--- src/rtl/rtc_pwrup_map.vh ---
// Constants for the power-up clock-output loader and the bus watchdog
`ifndef RTC_PWRUP_MAP_VH
`define RTC_PWRUP_MAP_VH
// ============================================================
// Timing figures
`define STARTUP_MS 500
`define REFRESH_MS 66
`define BUS_TIMEOUT_MS 950
`define OSC_HZ 32768
// Oscillator ticks per interval; start-up and refresh round up as least times
`define STARTUP_TICKS ((`STARTUP_MS * `OSC_HZ + 999) / 1000)
`define REFRESH_TICKS ((`REFRESH_MS * `OSC_HZ + 999) / 1000)
`define TIMEOUT_TICKS ((`BUS_TIMEOUT_MS * `OSC_HZ + 999) / 1000)
// ============================================================
// Field values
`define NV_ADDR_CLOCK_OUT_ENABLE 8'h35
`define FSEL_W 3
`define FSEL_LOW 3'h7
// Select codes for the running frequencies
`define FSEL_32K 3'h0
`define FSEL_8K 3'h1
`define FSEL_1K 3'h2
`define FSEL_64 3'h3
`define FSEL_32 3'h4
// Divider taps; bit k of the divider runs at 32768 / 2^(k+1) Hz
`define TAP_8K 1
`define TAP_1K 4
`define TAP_64 8
`define TAP_32 9
`define TAP_1HZ 14
`define CNT_W 16
`define DIV_W 15
`endif
--- src/rtl/pin_sync.v ---
// Three-stage pin synchroniser with agreement filter
`timescale 1ns/100ps
module pin_sync (
  input wire sys_clk_i, // System clock
  input wire rst_n_i,   // Async reset, active low
  input wire pin_i,     // Asynchronous pin
  output reg level_o    // Filtered level
);
  reg s1_q;
  reg s2_q;
  reg s3_q;
  // ============================================================
  // Stage one is read only by stage two; level moves when two and three agree
  always @(posedge sys_clk_i or negedge rst_n_i) begin
    if (!rst_n_i) begin
      s1_q <= 1'b0;
      s2_q <= 1'b0;
      s3_q <= 1'b0;
      level_o <= 1'b0;
    end else begin
      s1_q <= pin_i;
      s2_q <= s1_q;
      s3_q <= s2_q;
      if (s2_q == s3_q) begin
        level_o <= s3_q;
      end
    end
  end
endmodule

--- src/rtl/rtc_pwrup_clkout.v ---
// Power-up clock-output enable loader and two-wire bus access watchdog
//
// Overview of operation
// - Clock output runs from reset, enable defaults active
// - Select code all-ones holds output low
// - Stored enable zero clears copy after refresh
// - Stored enable one sets copy after refresh
// - Output toggles only while enable copy set
// - Access lasting 950 ms resets bus interface
`timescale 1ns/100ps
`include "rtc_pwrup_map.vh"
module rtc_pwrup_clkout (
  input wire sys_clk_i,                              // System clock, 10 MHz
  input wire rst_n_i,                                // Power-on reset, active low
  input wire osc_clk_i,                              // 32.768 kHz oscillator
  input wire nv_clock_out_enable_i,                  // Stored enable at config byte 35h
  input wire [`FSEL_W-1:0] clock_out_freq_select_i,  // Output frequency select
  input wire scl_i,                                  // Bus clock pin
  input wire sda_i,                                  // Bus data pin
  output reg clock_output_pin_o,                     // Clock output pin
  output reg clock_out_enable_o,                     // RAM copy of the enable
  output reg load_done_o,                            // Power-up load finished
  output reg bus_active_o,                           // Access between START and STOP
  output reg bus_reset_o                             // One-cycle bus interface reset
);
  localparam ST_START = 3'h1;
  localparam ST_REFR = 3'h2;
  localparam ST_DONE = 3'h4;

  wire osc_lvl;
  wire scl_lvl;
  wire sda_lvl;
  reg osc_prev_q;
  reg scl_prev_q;
  reg sda_prev_q;
  reg [2:0] state_q;
  reg [`CNT_W-1:0] pcnt_q;
  reg [`CNT_W-1:0] wcnt_q;
  reg [`DIV_W-1:0] div_q;
  reg sel_bit;
  wire osc_rise;
  wire start_cond;
  wire stop_cond;

  // ============================================================
  // Input synchronisers
  // Every pin from outside the system clock passes three flip-flops and an
  // agreement filter, so a single metastable sample never reaches the logic.
  // The price is three to four cycles of latency on each pin, which is far
  // below one oscillator period and far below any bus timing that matters.
  // Oscillator input; its filtered rising edges are the time base
  pin_sync u_osc (
    .sys_clk_i(sys_clk_i),
    .rst_n_i(rst_n_i),
    .pin_i(osc_clk_i),
    .level_o(osc_lvl)
  );

  // Bus clock pin
  pin_sync u_scl (
    .sys_clk_i(sys_clk_i),
    .rst_n_i(rst_n_i),
    .pin_i(scl_i),
    .level_o(scl_lvl)
  );

  // Bus data pin; same latency as the clock pin keeps their order intact
  pin_sync u_sda (
    .sys_clk_i(sys_clk_i),
    .rst_n_i(rst_n_i),
    .pin_i(sda_i),
    .level_o(sda_lvl)
  );

  // ============================================================
  // Edge and bus condition detection on filtered levels
  // Both bus pins share one latency, so a data change while the clock is
  // high is seen as START or STOP exactly as the host placed it.
  assign osc_rise = osc_lvl & ~osc_prev_q;
  assign start_cond = scl_lvl & scl_prev_q & sda_prev_q & ~sda_lvl;
  assign stop_cond = scl_lvl & scl_prev_q & ~sda_prev_q & sda_lvl;

  always @(posedge sys_clk_i or negedge rst_n_i) begin
    if (!rst_n_i) begin
      osc_prev_q <= 1'b0;
      scl_prev_q <= 1'b1;
      sda_prev_q <= 1'b1;
    end else begin
      osc_prev_q <= osc_lvl;
      scl_prev_q <= scl_lvl;
      sda_prev_q <= sda_lvl;
    end
  end

  // ============================================================
  // Power-up loader: start-up wait, then first refresh, then copy stored enable
  // The copy starts active so the output runs during the refresh wait
  always @(posedge sys_clk_i or negedge rst_n_i) begin
    if (!rst_n_i) begin
      state_q <= ST_START;
      pcnt_q <= {`CNT_W{1'b0}};
      clock_out_enable_o <= 1'b1;
      load_done_o <= 1'b0;
    end else begin
      case (state_q)
        ST_START: begin
          if (osc_rise) begin
            if (pcnt_q == `STARTUP_TICKS - 1) begin
              pcnt_q <= {`CNT_W{1'b0}};
              state_q <= ST_REFR;
            end else begin
              pcnt_q <= pcnt_q + 1'b1;
            end
          end
        end
        ST_REFR: begin
          if (osc_rise) begin
            if (pcnt_q == `REFRESH_TICKS - 1) begin
              clock_out_enable_o <= nv_clock_out_enable_i;
              load_done_o <= 1'b1;
              state_q <= ST_DONE;
            end else begin
              pcnt_q <= pcnt_q + 1'b1;
            end
          end
        end
        ST_DONE: begin
          state_q <= ST_DONE;
        end
        default: begin
          state_q <= ST_START;
        end
      endcase
    end
  end

  // ============================================================
  // Output divider; runs from the oscillator so frequencies stay exact
  // The divider is free running from reset; the selected output therefore
  // starts at an arbitrary phase, which is harmless for a clock output.
  always @(posedge sys_clk_i or negedge rst_n_i) begin
    if (!rst_n_i) begin
      div_q <= {`DIV_W{1'b0}};
    end else if (osc_rise) begin
      div_q <= div_q + 1'b1;
    end
  end

  // ============================================================
  // Select tap: 32768, 8192, 1024, 64, 32, 1 Hz; code 6 falls back to 1 Hz
  // Code 7 lands on the default tap here, but the pin stage holds it low.
  always @* begin
    case (clock_out_freq_select_i)
      `FSEL_32K: begin
        sel_bit = osc_lvl;
      end
      `FSEL_8K: begin
        sel_bit = div_q[`TAP_8K];
      end
      `FSEL_1K: begin
        sel_bit = div_q[`TAP_1K];
      end
      `FSEL_64: begin
        sel_bit = div_q[`TAP_64];
      end
      `FSEL_32: begin
        sel_bit = div_q[`TAP_32];
      end
      default: begin
        sel_bit = div_q[`TAP_1HZ];
      end
    endcase
  end

  // ============================================================

  // Output pin: low when disabled or on the all-ones code
  always @(posedge sys_clk_i or negedge rst_n_i) begin
    if (!rst_n_i) begin
      clock_output_pin_o <= 1'b0;
    end else if (!clock_out_enable_o) begin
      clock_output_pin_o <= 1'b0;
    end else if (clock_out_freq_select_i == `FSEL_LOW) begin
      clock_output_pin_o <= 1'b0;
    end else begin
      clock_output_pin_o <= sel_bit;
    end
  end

  // ============================================================
  // Bus watchdog: counts oscillator ticks from START; STOP or timeout ends it
  // Ticks while idle are ignored, so a quiet bus never fires the reset.
  // STOP wins over START in one cycle, closing the access cleanly.
  // A repeated START restarts the count, which limits each segment only
  always @(posedge sys_clk_i or negedge rst_n_i) begin
    if (!rst_n_i) begin
      wcnt_q <= {`CNT_W{1'b0}};
      bus_active_o <= 1'b0;
      bus_reset_o <= 1'b0;
    end else begin
      bus_reset_o <= 1'b0;
      if (stop_cond) begin
        wcnt_q <= {`CNT_W{1'b0}};
        bus_active_o <= 1'b0;
      end else if (start_cond) begin
        wcnt_q <= {`CNT_W{1'b0}};
        bus_active_o <= 1'b1;
      end else if (bus_active_o && osc_rise) begin
        if (wcnt_q == `TIMEOUT_TICKS - 1) begin
          wcnt_q <= {`CNT_W{1'b0}};
          bus_active_o <= 1'b0;
          bus_reset_o <= 1'b1;
        end else begin
          wcnt_q <= wcnt_q + 1'b1;
        end
      end
    end
  end
endmodule

--- config.mk ---
export PLATFORM = sky130hd
export DESIGN_NAME = rtc_pwrup_clkout
export DESIGN_NICKNAME = d
export VERILOG_FILES = /design/src/rtl/pin_sync.v /design/src/rtl/rtc_pwrup_clkout.v
export VERILOG_INCLUDE_DIRS = /design/src /design/src/rtl
export SDC_FILE = /design/constraint.sdc
export NUM_CORES = 1
export LEC_CHECK = 0
export BUFFER_PORTS_ARGS = -buffer_cell sky130_fd_sc_hd__buf_2
export CELL_PAD_IN_SITES_DETAIL_PLACEMENT = 1
export CELL_PAD_IN_SITES_GLOBAL_PLACEMENT = 1
export CORE_MARGIN = 2
export CORE_UTILIZATION = 41
export CTS_CLUSTER_DIAMETER = 50
export DETAILED_ROUTE_END_ITERATION = 6
export GPL_TIMING_DRIVEN = 0
export PLACE_DENSITY = 0.76
export SYNTH_ARGS = -nofsm -noshare
export SYNTH_HDL_FRONTEND = slang
export SYNTH_SLANG_ARGS = --single-unit
--- constraint.sdc ---
create_clock -name sys_clk_i -period 1.98 [get_ports sys_clk_i]
set_input_delay 0.099 -clock sys_clk_i [delete_from_list [all_inputs] [get_ports sys_clk_i]]
set_output_delay 0.099 -clock sys_clk_i [all_outputs]
set_load 0.05 [all_outputs]
==> results of run 1 <==
==> cells by family (layout without fill, tap and decap cells) <==
group | Yosys count | in the layout | synth area share, %
adders and majority gates | 8 | 8 | 2.80
muxes | 4 | 4 | 1.66
AOI/OAI and AO/OA | 51 | 51 | 9.63
and+or+nand+nor | 125 | 125 | 23.8
buffers and inverters | 17 | 64 | 1.96
DFF | 70 | 70 | 53.0
xor gates and xnor gates | 26 | 26 | 7.10
==> state kept, by name, indices dropped and copies added (netlist names), 3 cells and up <==
| name | count |
|---|---|
| pcnt_q | 16 |
| state_q | 3 |
| div_q | 15 |
| wcnt_q | 16 |
==> layer usage <==
| layer | vias to the layer above | track usage, % |
|---|---|---|
| met5 | - | 0 |
| met2 | 25 | 32.4 |
| li1 | 1186 | - |
| met4 | 0 | 8.09 |
| met3 | 13 | 4.41 |
| met1 | 1290 | 24.6 |
==> critical path: stages (launching register included) <==
cell	delay [ns]
dfrtp_2	0.47
or4_4	0.54
nor4_4	0.38
a21oi_2	0.13
mux2_1	0.32
==> layout by cell type (no fill, tap or decap), drive strengths merged, types with 2 or more instances in the layout <==
cell / netlist / layout
dlygate4sd3: 0 / 6
bufinv: 0 / 4
dfrtp: 66 / 66
o31ai: 9 / 9
nand4b: 3 / 3
nand3: 16 / 16
o21ai: 10 / 10
nand3b: 2 / 2
or4: 13 / 13
xor2: 13 / 13
nand2: 24 / 24
nand4: 11 / 11
xnor2: 13 / 13
ha: 5 / 5
nor2b: 3 / 3
clkinv: 0 / 2
and3: 3 / 3
clkbuf: 6 / 16
inv: 10 / 10
or3: 8 / 8
dfstp: 4 / 4
and4: 7 / 7
o211a: 2 / 2
nor3: 6 / 6
and2: 3 / 3
buf: 1 / 26
nor4: 5 / 5
nand2b: 3 / 3
nor3b: 2 / 2
mux2: 2 / 2
maj3: 3 / 3
nor2: 11 / 11
or3b: 2 / 2
a21oi: 22 / 22
==> final cells by class <==
class | count | area (µm²) | share of cell area (%)
inverter | 10 | 37.5 | 0.943
clock buffer | 10 | 128 | 3.21
tap | 102 | 128 | 3.21
multi-input combinational | 214 | 1540 | 38.6
buffer | 7 | 38.8 | 0.974
clock inverter | 6 | 134 | 3.36
timing repair buffer | 31 | 221 | 5.56
sequential | 70 | 1760 | 44.2
==> how the worst max path moves through the flow <==
stage,to,slack [ns],depth (start not counted)
global placement,wcnt_q[13],-0.22,7
finish,pcnt_q[1],0.02,4
detailed placement,wcnt_q[14],-0.31,7
floorplan,wcnt_q[15],0.04,7
CTS,wcnt_q[14],0.005,5
global route,pcnt_q[1],-0.03,4
==> per-stage QoR <==
step / setup slack (ns) / std cells / utilization, % / TNS [ns] / power (mW)
2_1_floorplan: 0.0442 / 301 / - / 0 / 2.17
3_3_place_gp: -0.222 / 416 / 45.1 / -2.41 / 2.34
3_5_place_dp: -0.307 / 416 / 45.2 / -3.44 / 2.37
4_1_cts: 0.00472 / 440 / 49.7 / 0 / 3.95
5_1_grt: -0.0330 / 450 / 51.3 / -0.0945 / 4.17
6_report: 0.0219 / 450 / 51.3 / 0 / 3.95
==> report_power, final <==
part           internal, mW  total (mW)  switching (mW)
Combinational         0.281       0.621           0.340
Clock                 0.965        1.53           0.564
Sequential             1.60        1.80           0.205
Total                  2.85        3.95            1.11
==> repair_timing <==
item,4_1_cts,5_1_grt
pin swaps,3,4
endpoints found under the setup margin,18,28
hold endpoints to repair,71,0
hold buffers,6,0
setup buffers,2,10
gates resized for setup,3,16
==> out/metrics.yaml, run 1 <==
hold_class: "input port to register"
critPathLaunchType: "register"
reg2reg_depth: 4
clk_latency_ns: 0.36
cap_violations: 0
final.period_utilization_pct: 98.9
clk_pin_slew_ns: 0.08
synth.top_cell.area_share_pct: 49.9
finalInstanceArea_mm2: 0.00398
wl_per_cell_um: 17.4
ys_ff_latch: 70
gp_congestion: 0.777
syn_area_mm2: 0.00331
p_leak_nw: 1.72
finClkSkew_ns: 0.0120
yosysMostFrequentCell: "dfrtp_1"
placementRows: 32
dp_hpwl_um: 4900
dr.pass1.iters: 4
core_area_mm2: 0.00777
cp.arrival_ns: 2.20
hold_viol_final: 0
yosysWarnings: 0
grt_max_degree: 71
grt_antenna_before_repair: 0
setup_viol: 0
synth_nets: 315
rrSetupSlack_ns: 0.02
async_flop_share_pct: 100
cts_made_buffers: 9
grt_pass1_vias: 2627
syn_area_per_cell_um2: 11.0
seq_area_frac_synth_pct: 53.0
cts.htree.levels: 3
synth_area_leaders: "dfrtp_1, xnor2_1, a21oi_1"
hold_slack_ns: 0.189
ant_nets: 0
grt_usage_pct: 19.5
whs_endpoint: "clock_output_pin_o"
rr_endpoint: "pcnt_q[1]"
slew_violations: 0
cts_buffer_depth: 2
postRouteWirelength_um: 7850
synthTopCellsByCount: "dfrtp_1, nand2_1, a21oi_1"
die_h_um: 93.9
cts-root-buf: "clkbuf_8"
dpl_cell_area_mm2: 0.00351
worstHoldStart: "clock_out_freq_select_i[1]"
syn_inst: 301
die_w_um: 93.9
dieArea_mm2: 0.00881
maxSlewHeadroom_pct: 41.9
status: "complete, no violations"
synth_edf_count: 0
dr_wl_met3_um: 212
maxUsedRoutingLayer: "met4"
viasPerCell: 5.59
max_clock_freq_mhz: 511
n_antenna_cell: 0
io_pins: 14
r2r-start: "pcnt_q[7]"
period_needed_ns: 1.96
dr_total_vias: 2514
ys.flop_type: "dfrtp_1"
required_ns: 2.22
initialDrtViolationCount: 122
crit_path_end_kind: "register"
nNetsFinal: 357
grt_overflow: 0
whs_path_depth: 5
critPathKind: "register to register"
grt_pass1_wl_um: 13300
nFillCells: 844
yosysUniqueCellTypes: 55
port_buffers: 13
start_util_pct: 42.6
tightest_slew_ns: 0.871
cts_tree: "done"
drc: 0
yosysTopAreaCell: "dfrtp_1"
p_per_area_mw_per_mm2: 993
wl_met2_um: 4020
wl_met1_um: 3470
worstPathMaxFanout: 5
drive_gt1_share_pct: 19.3
area_growth_pct: 20.2
cp-startpoint: "pcnt_q[7]"
cts_sinks: 70
peakVddDrop_mv: 0.571
Note: power is estimated with default switching activity, not from simulation.
==> run 2: changes to the inputs <==
- PLACE_DENSITY: 0.76 -> 0.74
- clock period: 1.98 -> 2.1 ns (I/O delays scaled with it)
==> run 2 against run 1 <==
  * Final area down 4.7%
  * Worst hold slack worse by 0.16 ns
  * Critical path depth is the same
  * Largest cell class unchanged
  * Largest power group unchanged
  * Highest routed layer unchanged
==> out/metrics.yaml, run 2 (synthesized netlist as in run 1, its figures left out) <==
cp.arrival_ns: 2.23
cap_violations: 0
layout_common_cells: "dfrtp_1, nand2_1, a21oi_1"
ant_nets: 0
setup_tns_ns: 0
postLayoutCoreUtil_pct: 48.9
clk_pin_slew_ns: 0.07
peakVddDrop_mv: 0.429
slew_violations: 0
drc: 0
layout_setup_ws_ns: 0.138
cts_buffer_depth: 2
max_clock_freq_mhz: 510
finClkSkew_ns: 0.00958
grt_antenna_before_repair: 0
initialDrtViolationCount: 71
cts.htree.levels: 3
viasPerCell: 5.54
start_util_pct: 42.6
dpl_worst_slack_ns: -0.130
critPathKind: "register to register"
hold_class: "input port to register"
dieArea_mm2: 0.00881
largestRegisters: "pcnt_q: 16 flops, wcnt_q: 16 flops, div_q: 15 flops"
dpl_cell_area_mm2: 0.00351
dr_total_vias: 2425
rsz0062_at_grt: "false"
hold_viol_final: 0
final.period_utilization_pct: 93.4
io_pins: 14
tightest_slew_ns: 0.871
setup_viol: 0
worstPathMaxFanout: 5
period_needed_ns: 1.96
placementRows: 32
final_common_cell: "dfrtp_1"
cts-root-buf: "clkbuf_8"
dr.pass1.iters: 4
maxSlewHeadroom_pct: 41.9
clk_latency_ns: 0.34
nNetsFinal: 345
core_area_mm2: 0.00777
status: "complete, no violations"
port_buffers: 13
die_h_um: 93.9
power_mw: 3.34
drive_gt1_share_pct: 15.2
grt_usage_pct: 18.3
cts_sinks: 70
grt_pass1_vias: 2689
grt_pass1_wl_um: 12700
n_antenna_cell: 0
wl_per_cell_um: 16.2
finalInstanceArea_mm2: 0.00379
p_per_area_mw_per_mm2: 879
grt_max_degree: 71
die_w_um: 93.9
postRouteWirelength_um: 7080
cts_tree: "done"
grt_overflow: 0
required_ns: 2.37
cts_made_buffers: 9
dp_hpwl_um: 4870
p_leak_nw: 1.61
area_growth_pct: 14.6
critPathLaunchType: "register"
gp_congestion: 0.749
crit_path_end_kind: "register"
run 2: cell count changes in the layout (fill, tap and decap cells not counted), moves of 2 or more:
cell and change:
buf_4 -9, clkbuf_1 +2, bufinv_16 -3, buf_6 -2, clkbuf_8 +2
run 2: stage by stage:
stage | std cells | hold slack (ns)
finish | 438 | 0.0313
global route | 438 | 0.0359
CTS | 438 | 0.0200
detailed placement | 416 | 0.216
global placement | 416 | 0.214
floorplan | 301 | -0.191
run 2: layout make-up:
type | instances | area (µm²)
clock buffer | 13 | 159
sequential | 70 | 1760
multi-input combinational | 214 | 1510
inverter | 10 | 37.5
timing repair buffer | 19 | 125
buffer | 7 | 31.3
clock inverter | 3 | 42.5
tap | 102 | 128
fill | 870 | 3970
run 2: report_power, final:
group	leakage (nW)	internal, mW	switching, mW
clock	0.0996	0.613	0.498
sequential	0.907	1.51	0.186
combinational	0.601	0.229	0.300
run 2: worst max-delay path, cell delays in order (launching register included):
cell and delay [ns]:
dfrtp_1 0.46, or4_4 0.58, nor4_4 0.33, nand3_2 0.19, mux2_1 0.34
run 2: repair_timing:
item                                    CTS  global route
endpoints found under the setup margin   12            16
hold buffers                              5             0
pin swaps                                 1             2
buffers inserted                          1             0
resized for setup                         3             5
endpoints found under the hold margin    70             0
run 2: per-layer routing:
layer	global-route usage, %	part of all wire, %	up-vias
met5	0	0	-
met4	5.80	1.2	0
met3	3.85	2.1	7
met2	31.3	51	23
met1	23.3	46	1230
li1	-	-	1165
run 2: path summary, 6_finish.rpt:
kind	end	depth (start not counted)	slack, ns	from
setup reg to reg	clock_out_enable_o	4	0.14	pcnt_q[8]
setup / recovery	clock_out_enable_o	4	0.14	pcnt_q[8]
max in group asynchronous	wcnt_q[0]	2	1.07	rst_n_i
hold reg to reg	u_scl.s2_q	0	0.36	u_scl.s1_q
hold / removal	clock_output_pin_o	2	0.03	clock_out_freq_select_i[2]
min in group asynchronous	wcnt_q[6]	2	0.42	rst_n_i
